### config.mk
export PLATFORM = sky130hd
export DESIGN_NAME = alarm_aggregator
export DESIGN_NICKNAME = d
export VERILOG_FILES = /design/src/shared/alarm_pkg.sv /design/src/verilog/alarm_aggregator.sv /design/src/verilog/sticky_flag.sv
export SDC_FILE = /design/constraint.sdc
export NUM_CORES = 1
export LEC_CHECK = 0
export ABC_AREA = 1
export ABC_CLOCK_PERIOD_IN_PS = 1300
export BUFFER_PORTS_ARGS = -buffer_cell sky130_fd_sc_hd__buf_2
export CORE_ASPECT_RATIO = 1.1
export CORE_UTILIZATION = 51
export CTS_BUF_LIST = sky130_fd_sc_hd__clkbuf_8
export DETAILED_ROUTE_END_ITERATION = 10
export GPL_ROUTABILITY_DRIVEN = 0
export PLACE_DENSITY = 0.87
export SYNTH_ARGS = -nofsm -noshare
export SYNTH_HDL_FRONTEND = slang
export SYNTH_SLANG_ARGS = --single-unit
### constraint.sdc
create_clock -name core_clk -period 1.3 [get_ports core_clk]
set_clock_uncertainty 0.05 [all_clocks]
set_input_delay 0.13 -clock core_clk [delete_from_list [all_inputs] [get_ports core_clk]]
set_output_delay 0.13 -clock core_clk [all_outputs]
set_load 0.05 [all_outputs]
### src/shared/alarm_pkg.sv
// ==========================================================================
// Shared constants of the alarm aggregator.
// ==========================================================================
package alarm_pkg;

  // Register port widths.
  localparam int ADDR_W = 12;
  localparam int DATA_W = 8;
  localparam int FLAG_W = 6;

  // Register addresses on the device register port.
  localparam logic [11:0] ADDR_SUMMARY = 12'h2C0;
  localparam logic [11:0] ADDR_FLAGS   = 12'h2C1;
  localparam logic [11:0] ADDR_MASKS   = 12'h2C2;

  // Reset values.
  localparam logic [5:0] FLAGS_RESET = 6'h3F;
  localparam logic [7:0] MASKS_RESET = 8'h3F;
  localparam logic [7:0] READ_ZERO   = 8'h00;

  // Bit positions within the flag and mask registers.
  localparam int BIT_LANE_FIFO = 5;
  localparam int BIT_SPLL      = 4;
  localparam int BIT_LINK      = 3;
  localparam int BIT_REALIGN   = 2;
  localparam int BIT_SPARE     = 1;
  localparam int BIT_DIVIDER   = 0;
  localparam int BIT_SUMMARY   = 0;

endpackage

### src/verilog/alarm_aggregator.sv
`timescale 1ns/100ps
// Functional notes
// - Summary bit 0 is any unmasked flag.
// - Summary drives status pin when routed.
// - Bit 5 sets on active lane FIFO fault.
// - Writing one clears flag, zero keeps it.
// - Bit 4 sets while serializer PLL unlocked.
// - 8B/10B: bit 3 when enabled, not transmitting.
// - 64B/66B: bit 3 on start or realignment.
// - Bit 2 sets when SYSREF realigns clocks.
// - Bit 0 sets on channel divider mismatch.
// - Any reset sets flag register to 3F.
// - Non-divider flags undefined while link disabled.
// - Mask bit one hides its flag.
// - Mask register resets to 3F.
// - Clearing bit 5 clears per-lane faults.
module alarm_aggregator #(
  parameter int LANES = 8,
  parameter int DIV_W = 4
) (
  input  wire logic                         core_clk,
  input  wire logic                         rst_n,
  input  wire logic                         soft_reset,
  input  wire logic [alarm_pkg::ADDR_W-1:0] reg_addr,
  input  wire logic [alarm_pkg::DATA_W-1:0] reg_wdata,
  input  wire logic                         reg_wr,
  input  wire logic                         reg_rd,
  output logic      [alarm_pkg::DATA_W-1:0] reg_rdata_q,
  output logic                              reg_rvalid_q,
  input  wire logic [LANES-1:0]             lane_fifo_fault,
  input  wire logic [LANES-1:0]             lane_active,
  input  wire logic                         serializer_pll_locked,
  input  wire logic                         serial_link_enable,
  input  wire logic                         link_mode_64b66b,
  input  wire logic                         data_transmission_state,
  input  wire logic                         link_realign_evt,
  input  wire logic                         sysref_realign_evt,
  input  wire logic [DIV_W-1:0]             div_ab_phase,
  input  wire logic [DIV_W-1:0]             div_cd_phase,
  input  wire logic                         status_pin_route,
  output logic                              status_output_pin_q,
  output logic                              lane_fault_clear_q
);

  // ========================================================================
  // Address decoding.
  // ========================================================================

  // Compares the register port address with one register address.
  function automatic logic addr_is(input logic [alarm_pkg::ADDR_W-1:0] a,
                                   input logic [alarm_pkg::ADDR_W-1:0] target);
    addr_is = (a == target);
  endfunction

  logic hit_summary;
  logic hit_flags;
  logic hit_masks;
  logic wr_flags;
  logic wr_masks;

  // Named strobes for each register.
  assign hit_summary = addr_is(reg_addr, alarm_pkg::ADDR_SUMMARY);
  assign hit_flags   = addr_is(reg_addr, alarm_pkg::ADDR_FLAGS);
  assign hit_masks   = addr_is(reg_addr, alarm_pkg::ADDR_MASKS);
  assign wr_flags    = reg_wr & hit_flags;
  assign wr_masks    = reg_wr & hit_masks;

  // ========================================================================
  // Alarm sources.
  // ========================================================================

  logic                           link_en_prev_q;
  logic                           link_start;
  logic [alarm_pkg::FLAG_W-1:0]   set_vec;
  logic [alarm_pkg::FLAG_W-1:0]   clr_vec;
  logic [alarm_pkg::FLAG_W-1:0]   flags_q;
  logic [alarm_pkg::DATA_W-1:0]   masks_q;
  logic                           summary_d;
  logic                           summary_q;

  // Rising edge of the link enable marks a link start.
  assign link_start = serial_link_enable & ~link_en_prev_q;

  // Set conditions; flags other than bit 3 are not gated by the link enable, so their
  // value while the link is off is simply whatever the sources report.
  assign set_vec[alarm_pkg::BIT_LANE_FIFO] = |(lane_fifo_fault & lane_active);
  assign set_vec[alarm_pkg::BIT_SPLL]      = ~serializer_pll_locked;
  assign set_vec[alarm_pkg::BIT_LINK]      = link_mode_64b66b ?
                                             (link_start | link_realign_evt) :
                                             (serial_link_enable &
                                              ~data_transmission_state);
  assign set_vec[alarm_pkg::BIT_REALIGN]   = sysref_realign_evt;
  assign set_vec[alarm_pkg::BIT_SPARE]     = 1'b0;
  assign set_vec[alarm_pkg::BIT_DIVIDER]   = (div_ab_phase != div_cd_phase);

  // Write-one-to-clear requests.
  assign clr_vec = {alarm_pkg::FLAG_W{wr_flags}} & reg_wdata[alarm_pkg::FLAG_W-1:0];

  // Link enable history for start detection.
  always_ff @(posedge core_clk) begin
    if (!rst_n || soft_reset) begin
      link_en_prev_q <= 1'b0;
    end else begin
      link_en_prev_q <= serial_link_enable;
    end
  end

  // ========================================================================
  // Sticky flags.
  // ========================================================================

  // One sticky cell per flag bit, all resetting to one.
  genvar g;
  generate
    for (g = 0; g < alarm_pkg::FLAG_W; g++) begin : g_flag
      sticky_flag #(
        .RESET_VAL (alarm_pkg::FLAGS_RESET[g])
      ) u_flag (
        .core_clk   (core_clk),
        .rst_n      (rst_n),
        .soft_reset (soft_reset),
        .set_evt    (set_vec[g]),
        .clear_req  (clr_vec[g]),
        .flag_q     (flags_q[g])
      );
    end
  endgenerate

  // ========================================================================
  // Masks, summary, status pin and per-lane clear.
  // ========================================================================

  // Summary is any flag whose mask bit is clear.
  assign summary_d = |(flags_q & ~masks_q[alarm_pkg::FLAG_W-1:0]);

  // Mask register is plain read/write.
  always_ff @(posedge core_clk) begin
    if (!rst_n || soft_reset) begin
      masks_q <= alarm_pkg::MASKS_RESET;
    end else if (wr_masks) begin
      masks_q <= reg_wdata;
    end
  end

  // Summary, status pin and the one-cycle per-lane clear pulse.
  always_ff @(posedge core_clk) begin
    if (!rst_n || soft_reset) begin
      summary_q           <= 1'b0;
      status_output_pin_q <= 1'b0;
      lane_fault_clear_q  <= 1'b0;
    end else begin
      summary_q           <= summary_d;
      status_output_pin_q <= status_pin_route & summary_d;
      lane_fault_clear_q  <= clr_vec[alarm_pkg::BIT_LANE_FIFO];
    end
  end

  // ========================================================================
  // Register read path.
  // ========================================================================

  logic [alarm_pkg::DATA_W-1:0] rdata_d;

  // Read data selection; unmapped addresses read zero.
  assign rdata_d = hit_summary ? {7'h00, summary_q} :
                   hit_flags   ? {2'h0, flags_q} :
                   hit_masks   ? masks_q : alarm_pkg::READ_ZERO;

  // Read data is registered one cycle after the read strobe.
  always_ff @(posedge core_clk) begin
    if (!rst_n || soft_reset) begin
      reg_rdata_q  <= alarm_pkg::READ_ZERO;
      reg_rvalid_q <= 1'b0;
    end else begin
      reg_rdata_q  <= reg_rd ? rdata_d : alarm_pkg::READ_ZERO;
      reg_rvalid_q <= reg_rd;
    end
  end
endmodule

### src/verilog/sticky_flag.sv
`timescale 1ns/100ps
// ==========================================================================
// One sticky alarm flag, set by hardware and cleared by a write of one.
// ==========================================================================
module sticky_flag #(
  parameter logic RESET_VAL = 1'b1
) (
  input  wire logic core_clk,
  input  wire logic rst_n,
  input  wire logic soft_reset,
  input  wire logic set_evt,
  input  wire logic clear_req,
  output logic      flag_q
);

  logic flag_d;

  // A set in the same cycle as a clear wins, so no event is lost.
  assign flag_d = set_evt | (flag_q & ~clear_req);

  // Power-on and soft reset both load the reset value.
  always_ff @(posedge core_clk) begin
    if (!rst_n || soft_reset) begin
      flag_q <= RESET_VAL;
    end else begin
      flag_q <= flag_d;
    end
  end

endmodule

==> reports/qor.csv, run 1 <==
metric,value,unit
status,finished clean,
drt via density,4.88,
placed cells,288,
initial cell density of the core,0.540,
worst setup margin,0.250,ns
final slew viol count,0,
Leak Pwr,1.02,nW
routed len/inst,10.5,um
ant diodes,0,
first-pass GRT wire length,5350,um
number of fill cells,228,
Sw Share,0.251,
chip width,51.3,um
top post-synthesis cells by area,"dfxtp_1 40%, nand2_1 14%, inv_1 8.0%",
# rows,19,
Iter 0 DRT Violations,26,
CTS tree,built,
"Buf+Inv Stages, Crit Path",1,
worst reg2reg path startpoint,g_flag[0].u_flag.flag_q,
minimum clock period,1.05,ns
GRT Residual Overflow,0,
Multi-input gate area,666,um^2
Worst-Skew Late Latency,0.28,ns
Power Dens Cells,854,nW/um^2
maximum VDD drop,0.573,mV
Sink Count,27,
total of max-cap violations,0,
Core Region,2520,um^2
Synthesized Nets,247,
register area share after synthesis,0.397,
RSZ-0062 raised after global routing,false,
FF+latch area,541,um^2
cts repair resizes,0,
Die H,56.2,um
slowest CP cell,dfxtp_1,
FF-to-FF End,status_output_pin_q,
crit-path max FO,1,
worst hold start,status_pin_route,
critical path cell sequence,buf_2,
"Avg Cell Area, Syn",7.13,um^2
largest net degree at the start of global routing,17,
r2r worst-path depth,6,
worst hold path type,in -> reg,
largest area contributor in the synthesized netlist,dfxtp_1,
total negative slack,0,ns
Worst Path Required,1.12,ns
Worst path top cell family by delay,flip-flops,
Synth warnings,0,
DRC,0,
final WL,3070,um
Clock Tree Root,clkbuf_8,
pre-CTS setup slack,0.0964,ns
worst slew pin tran,0.300,ns
share of the synthesized area in the top cell type,0.397,
# IOs,67,
Comb power frac,0.126,
Antenna Nets Post-Route,0,
Final #Nets,319,
Worst Setup End Kind,primary output,
Internal,1.14,mW
Longest Clk Path Bufs,2,
clock slew at reported path FFs,0.10,ns
Post-CTS Setup Inserts,0,
initial antenna violation count,0,
Startpoint Class,register,
Total Routing Usage GR,0.243,
Setup-failing EPs final,0,
Die Footprint,2880,um^2
drt first pass iters,4,
Final period util,0.808,
Worst path max stage delay,0.33,ns
sequential share of power,0.544,
Worst Hold End,status_output_pin_q,
Final Non-Filler Cells,293,
Yosys cell types,28,
"reg-to-reg slack, setup",0.34,ns
share of layout cells above drive strength 1,0.347,
total CTS buffers,3,
Setup CP Type,reg -> out,
P_sw,382,uW
"Hold Vio Cnt, Final",0,
Critical Path AT,0.87,ns
Max-slew headroom,0.799,
worst hold path stage count,3,
via count,1429,
clock share of power,0.329,
vias in the first global route,1354,
Yosys reg bits,27,
DP HPWL,2400,um
Port-buffer cells,66,
Post-Syn Area,1360,um^2
fmax,952,MHz
H-tree Lvls,1,
total power,1.52,mW
Cells after Synth,191,
area delta synth->final,31.1,%
-- through the flow --
step | util | hold WS (ns) | area (um^2)
after floorplan | - | 0.179 | 1360
after global placement | 0.685 | 0.268 | 1730
after detailed placement | 0.685 | 0.281 | 1730
after CTS | 0.708 | 0.0114 | 1780
after global routing | 0.708 | 0.0231 | 1780
final | 0.708 | 0.00665 | 1780
-- worst register-to-register path: cells and delay by family (launching register included) --
kind                   cells  cell delay, ns
and+or+nand+nor            4            0.25
AOI/OAI and AO/OA          1            0.17
buffers and inverters      1            0.06
DFF                        1            0.38
-- registers in the layout (all words and copies together) (netlist names) --
name / flops
reg_rdata_q: 8
link_en_prev_q: 1
masks_q: 8
g_flag.u_flag.flag_q: 6
summary_q: 1
lane_fault_clear_q: 1
status_output_pin_q: 1
reg_rvalid_q: 1
-- area by class of cell --
class	instances	share of cell area
sequential	27	0.303
clock inverter	1	0.00421
timing repair buffer	71	0.208
multi-input combinational	128	0.373
tap	31	0.0217
inverter	32	0.0673
clock buffer	3	0.0231
-- power by group through the flow --
stage                     registers, mW  logic, mW  clock network (mW)
after floorplan                   0.853     0.0779                   0
after global placement            0.849      0.185                   0
after detailed placement          0.849      0.190                   0
after CTS                         0.829      0.193               0.502
after global routing              0.830      0.217               0.524
final                             0.829      0.192               0.502
-- layout by cell type, fill, tap and decap left out, drive strengths merged --
| master | n |
|---|---|
| a21oi | 3 |
| a22o | 1 |
| buf | 70 |
| clkbuf | 3 |
| clkinv | 1 |
| clkinvlp | 1 |
| dfxtp | 27 |
| dlygate4sd3 | 1 |
| inv | 31 |
| nand2 | 55 |
| nand3 | 18 |
| nand4 | 14 |
| nor2 | 26 |
| nor3 | 1 |
| o211ai | 1 |
| o21ai | 2 |
| o21bai | 1 |
| o22ai | 3 |
| o31ai | 1 |
| xnor2 | 2 |
-- Yosys cell counts --
cell	n
nand4_2	1
o22ai_1	3
nand3_1	16
xnor2_1	2
a22o_1	1
inv_1	29
buf_2	1
nand3_4	1
o21ai_0	2
dfxtp_1	27
nand4_1	13
o31ai_1	1
buf_4	2
nor2_2	3
a21oi_1	2
o211ai_2	1
o21bai_1	1
clkinv_1	1
buf_8	1
a21oi_2	1
nor2_1	19
nor3_1	1
nor2_8	1
nand3_2	1
nor2_4	3
inv_2	2
nand2_2	3
nand2_1	52
-- repair_timing --
action	4_1_cts	5_1_grt
hold buffers	1	0
endpoints found under the setup margin	0	0
hold endpoints to repair	1	0
-- per-layer routing --
metal / GRT usage / share of wire / wire (um) / vias up
met1: 0.293 / 0.42 / 1290 / 606
met4: 0.100 / 0.017 / 53 / 0
li1: - / - / - / 751
met5: 0 / 0 / 0 / -
met3: 0.0246 / 0.068 / 208 / 5
met2: 0.429 / 0.50 / 1520 / 67
-- kinds of logic (layout without fill, tap and decap cells) --
group / Yosys count / after routing / synth area share
AOI/OAI and AO/OA: 12 / 12 / 0.0616
xor gates and xnor gates: 2 / 2 / 0.0129
buffers and inverters: 36 / 107 / 0.114
DFF: 27 / 27 / 0.397
and+or+nand+nor: 114 / 114 / 0.415
-- worst max path at each step --
stage / from / endpoint / slack [ns] / cells past startpoint
6_report: reg_rdata_q[0] / reg_rdata_q[0] / 0.25 / 1
5_1_grt: reg_addr[8] / reg_rdata_q[0] / 0.23 / 8
4_1_cts: reg_rdata_q[0] / reg_rdata_q[0] / 0.25 / 1
3_5_place_dp: reg_addr[3] / reg_rdata_q[6] / 0.1 / 6
3_3_place_gp: reg_addr[3] / reg_rdata_q[4] / 0.17 / 7
2_1_floorplan: reg_addr[5] / g_flag[5].u_flag.flag_q / 0.37 / 7
(Power assumes the default switching activity.)
==> run 2: changes to the inputs <==
- ABC_CLOCK_PERIOD_IN_PS: 1300 -> 1100
- CORE_UTILIZATION: 51 -> 47
- PLACE_DENSITY: 0.87 -> 0.81
- clock period: 1.3 -> 1.1 ns (I/O delays scaled with it)
==> run 2 against run 1 <==
  * Critical path depth unchanged
  * Clock-buffer cell count unchanged
  * Clock power increased by 8.8%
  * Power increased by 15%
  * Wire length decreased by 6.2%
  * Cell count increased by 2.0%
  * First-iteration DRC count decreased by 19%
  * Critical path type unchanged
  * Largest cell class unchanged
==> reports/qor.csv, run 2 (synthesis gave the netlist of run 1 again) <==
metric,value,unit
met3 usage,0.0233,
RSZ-0062 raised after global routing,false,
number of fill cells,250,
total CTS buffers,3,
total power,1.76,mW
routed len/inst,9.62,um
vias in the first global route,1319,
Clock Tree Root,clkbuf_8,
Worst-Skew Late Latency,0.27,ns
H-tree Lvls,1,
GRT Residual Overflow,0,
clock slew at reported path FFs,0.09,ns
"Hold Vio Cnt, Final",0,
status,finished clean,
critical path cell sequence,buf_2,
area delta synth->final,33.2,%
drt first pass iters,4,
Leak Pwr,1.04,nW
Final Cell Area,1810,um^2
# IOs,67,
Antenna Nets Post-Route,0,
initial cell density of the core,0.495,
initial antenna violation count,0,
Final period util,0.931,
placed cell areas,1760,um^2
Setup-failing EPs final,0,
slowest CP cell,dfxtp_1,
crit-path max FO,1,
# rows,20,
fmax,976,MHz
Final #Nets,323,
CTS tree,built,
Port-buffer cells,66,
total negative slack,0,ns
worst hold path type,in -> reg,
final slew viol count,0,
Power Dens Cells,970,nW/um^2
Total Routing Usage GR,0.221,
Worst Path Required,0.94,ns
Iter 0 DRT Violations,21,
worst setup margin,0.0758,ns
met1 GRT Util,0.268,
Max-slew headroom,0.806,
Die Footprint,3120,um^2
via count,1433,
share of layout cells above drive strength 1,0.353,
Longest Clk Path Bufs,2,
Core Region,2750,um^2
pre-CTS setup slack,-0.0441,ns
chip width,53.3,um
Die H,58.4,um
"Buf+Inv Stages, Crit Path",1,
DRC,0,
Critical Path AT,0.86,ns
"commonest non-fill, non-tap cell in the layout",buf_2,
Top Usage Layer GRT,met2,
cts repair resizes,0,
first-pass GRT wire length,5240,um
worst slew pin tran,0.292,ns
Worst Setup End Kind,primary output,
final WL,2880,um
total of max-cap violations,0,
largest net degree at the start of global routing,16,
hold-fix buffers at CTS,1,
maximum VDD drop,0.710,mV
Sink Count,27,
most frequent cells in the layout,"66 x buf_2, 52 x nand2_1, 30 x inv_1, 27 x dfxtp_1, 19 x nor2_1",
minimum clock period,1.02,ns
Worst path top cell family by delay,flip-flops,
DP HPWL,2330,um
Post-CTS Setup Inserts,0,
drt via density,4.79,
Top Registers,"masks_q x8, reg_rdata_q x8, g_flag.u_flag.flag_q x6",
Setup CP Type,reg -> out,
ant diodes,0,
met2 Use GR,0.388,
Startpoint Class,register,
Worst path max stage delay,0.33,ns
## run 2: cell types whose count changed in the layout (fill, tap and decap cells not counted)
cell | previous run | this run
buf_4 | 4 | 8
clkinvlp_4 | 1 | 0
inv_1 | 29 | 30
## run 2: worst paths after layout
path | from | to | slack (ns) | cells past startpoint
worst max-delay path | reg_rdata_q[0] | reg_rdata_q[0] | 0.08 | 1
worst min-delay path | status_pin_route | status_output_pin_q | 0.001 | 3
worst max register to register | g_flag[0].u_flag.flag_q | status_output_pin_q | 0.13 | 6
worst min register to register | masks_q[7] | reg_rdata_q[7] | 0.40 | 2
## run 2: cell type report
| class | instances | area [um^2] | share of cell area |
|---|---|---|---|
| Tap cell | 33 | 41.3 | 0.0228 |
| Clock inverter | 1 | 3.75 | 0.00207 |
| Clock buffer | 3 | 41.3 | 0.0228 |
| Timing Repair Buffer | 75 | 400 | 0.221 |
| Inverter | 32 | 120 | 0.0663 |
| Sequential cell | 27 | 541 | 0.298 |
| Multi-Input combinational cell | 128 | 666 | 0.367 |
## run 2: worst reg2reg max path, stage by stage, from the launching register on
cell and delay (ns):
dfxtp_1 0.38, inv_1 0.06, o22ai_1 0.18, nor2_1 0.08, nand2_1 0.06, nand2_1 0.04, nor2_1 0.07
## run 2: routing by layer
| metal | wire length (um) | vias to the layer above |
|---|---|---|
| li1 | - | 756 |
| met1 | 1300 | 611 |
| met2 | 1340 | 57 |
| met3 | 160 | 9 |
| met4 | 76 | 0 |
| met5 | 0 | - |
## run 2: metrics by stage
stage / hold WS (ns) / cells / util
6_report: 0.00149 / 299 / 0.659
5_1_grt: 0.00730 / 299 / 0.659
4_1_cts: 0.00191 / 299 / 0.659
3_5_place_dp: 0.252 / 294 / 0.639
3_3_place_gp: 0.247 / 294 / 0.639
2_1_floorplan: 0.159 / 191 / -
## run 2: report_power, final
group	leakage (nW)	switching, mW	internal, mW
combinational	0.798	0.115	0.117
clock	0.0269	0.296	0.250
sequential	0.218	0.000648	0.979
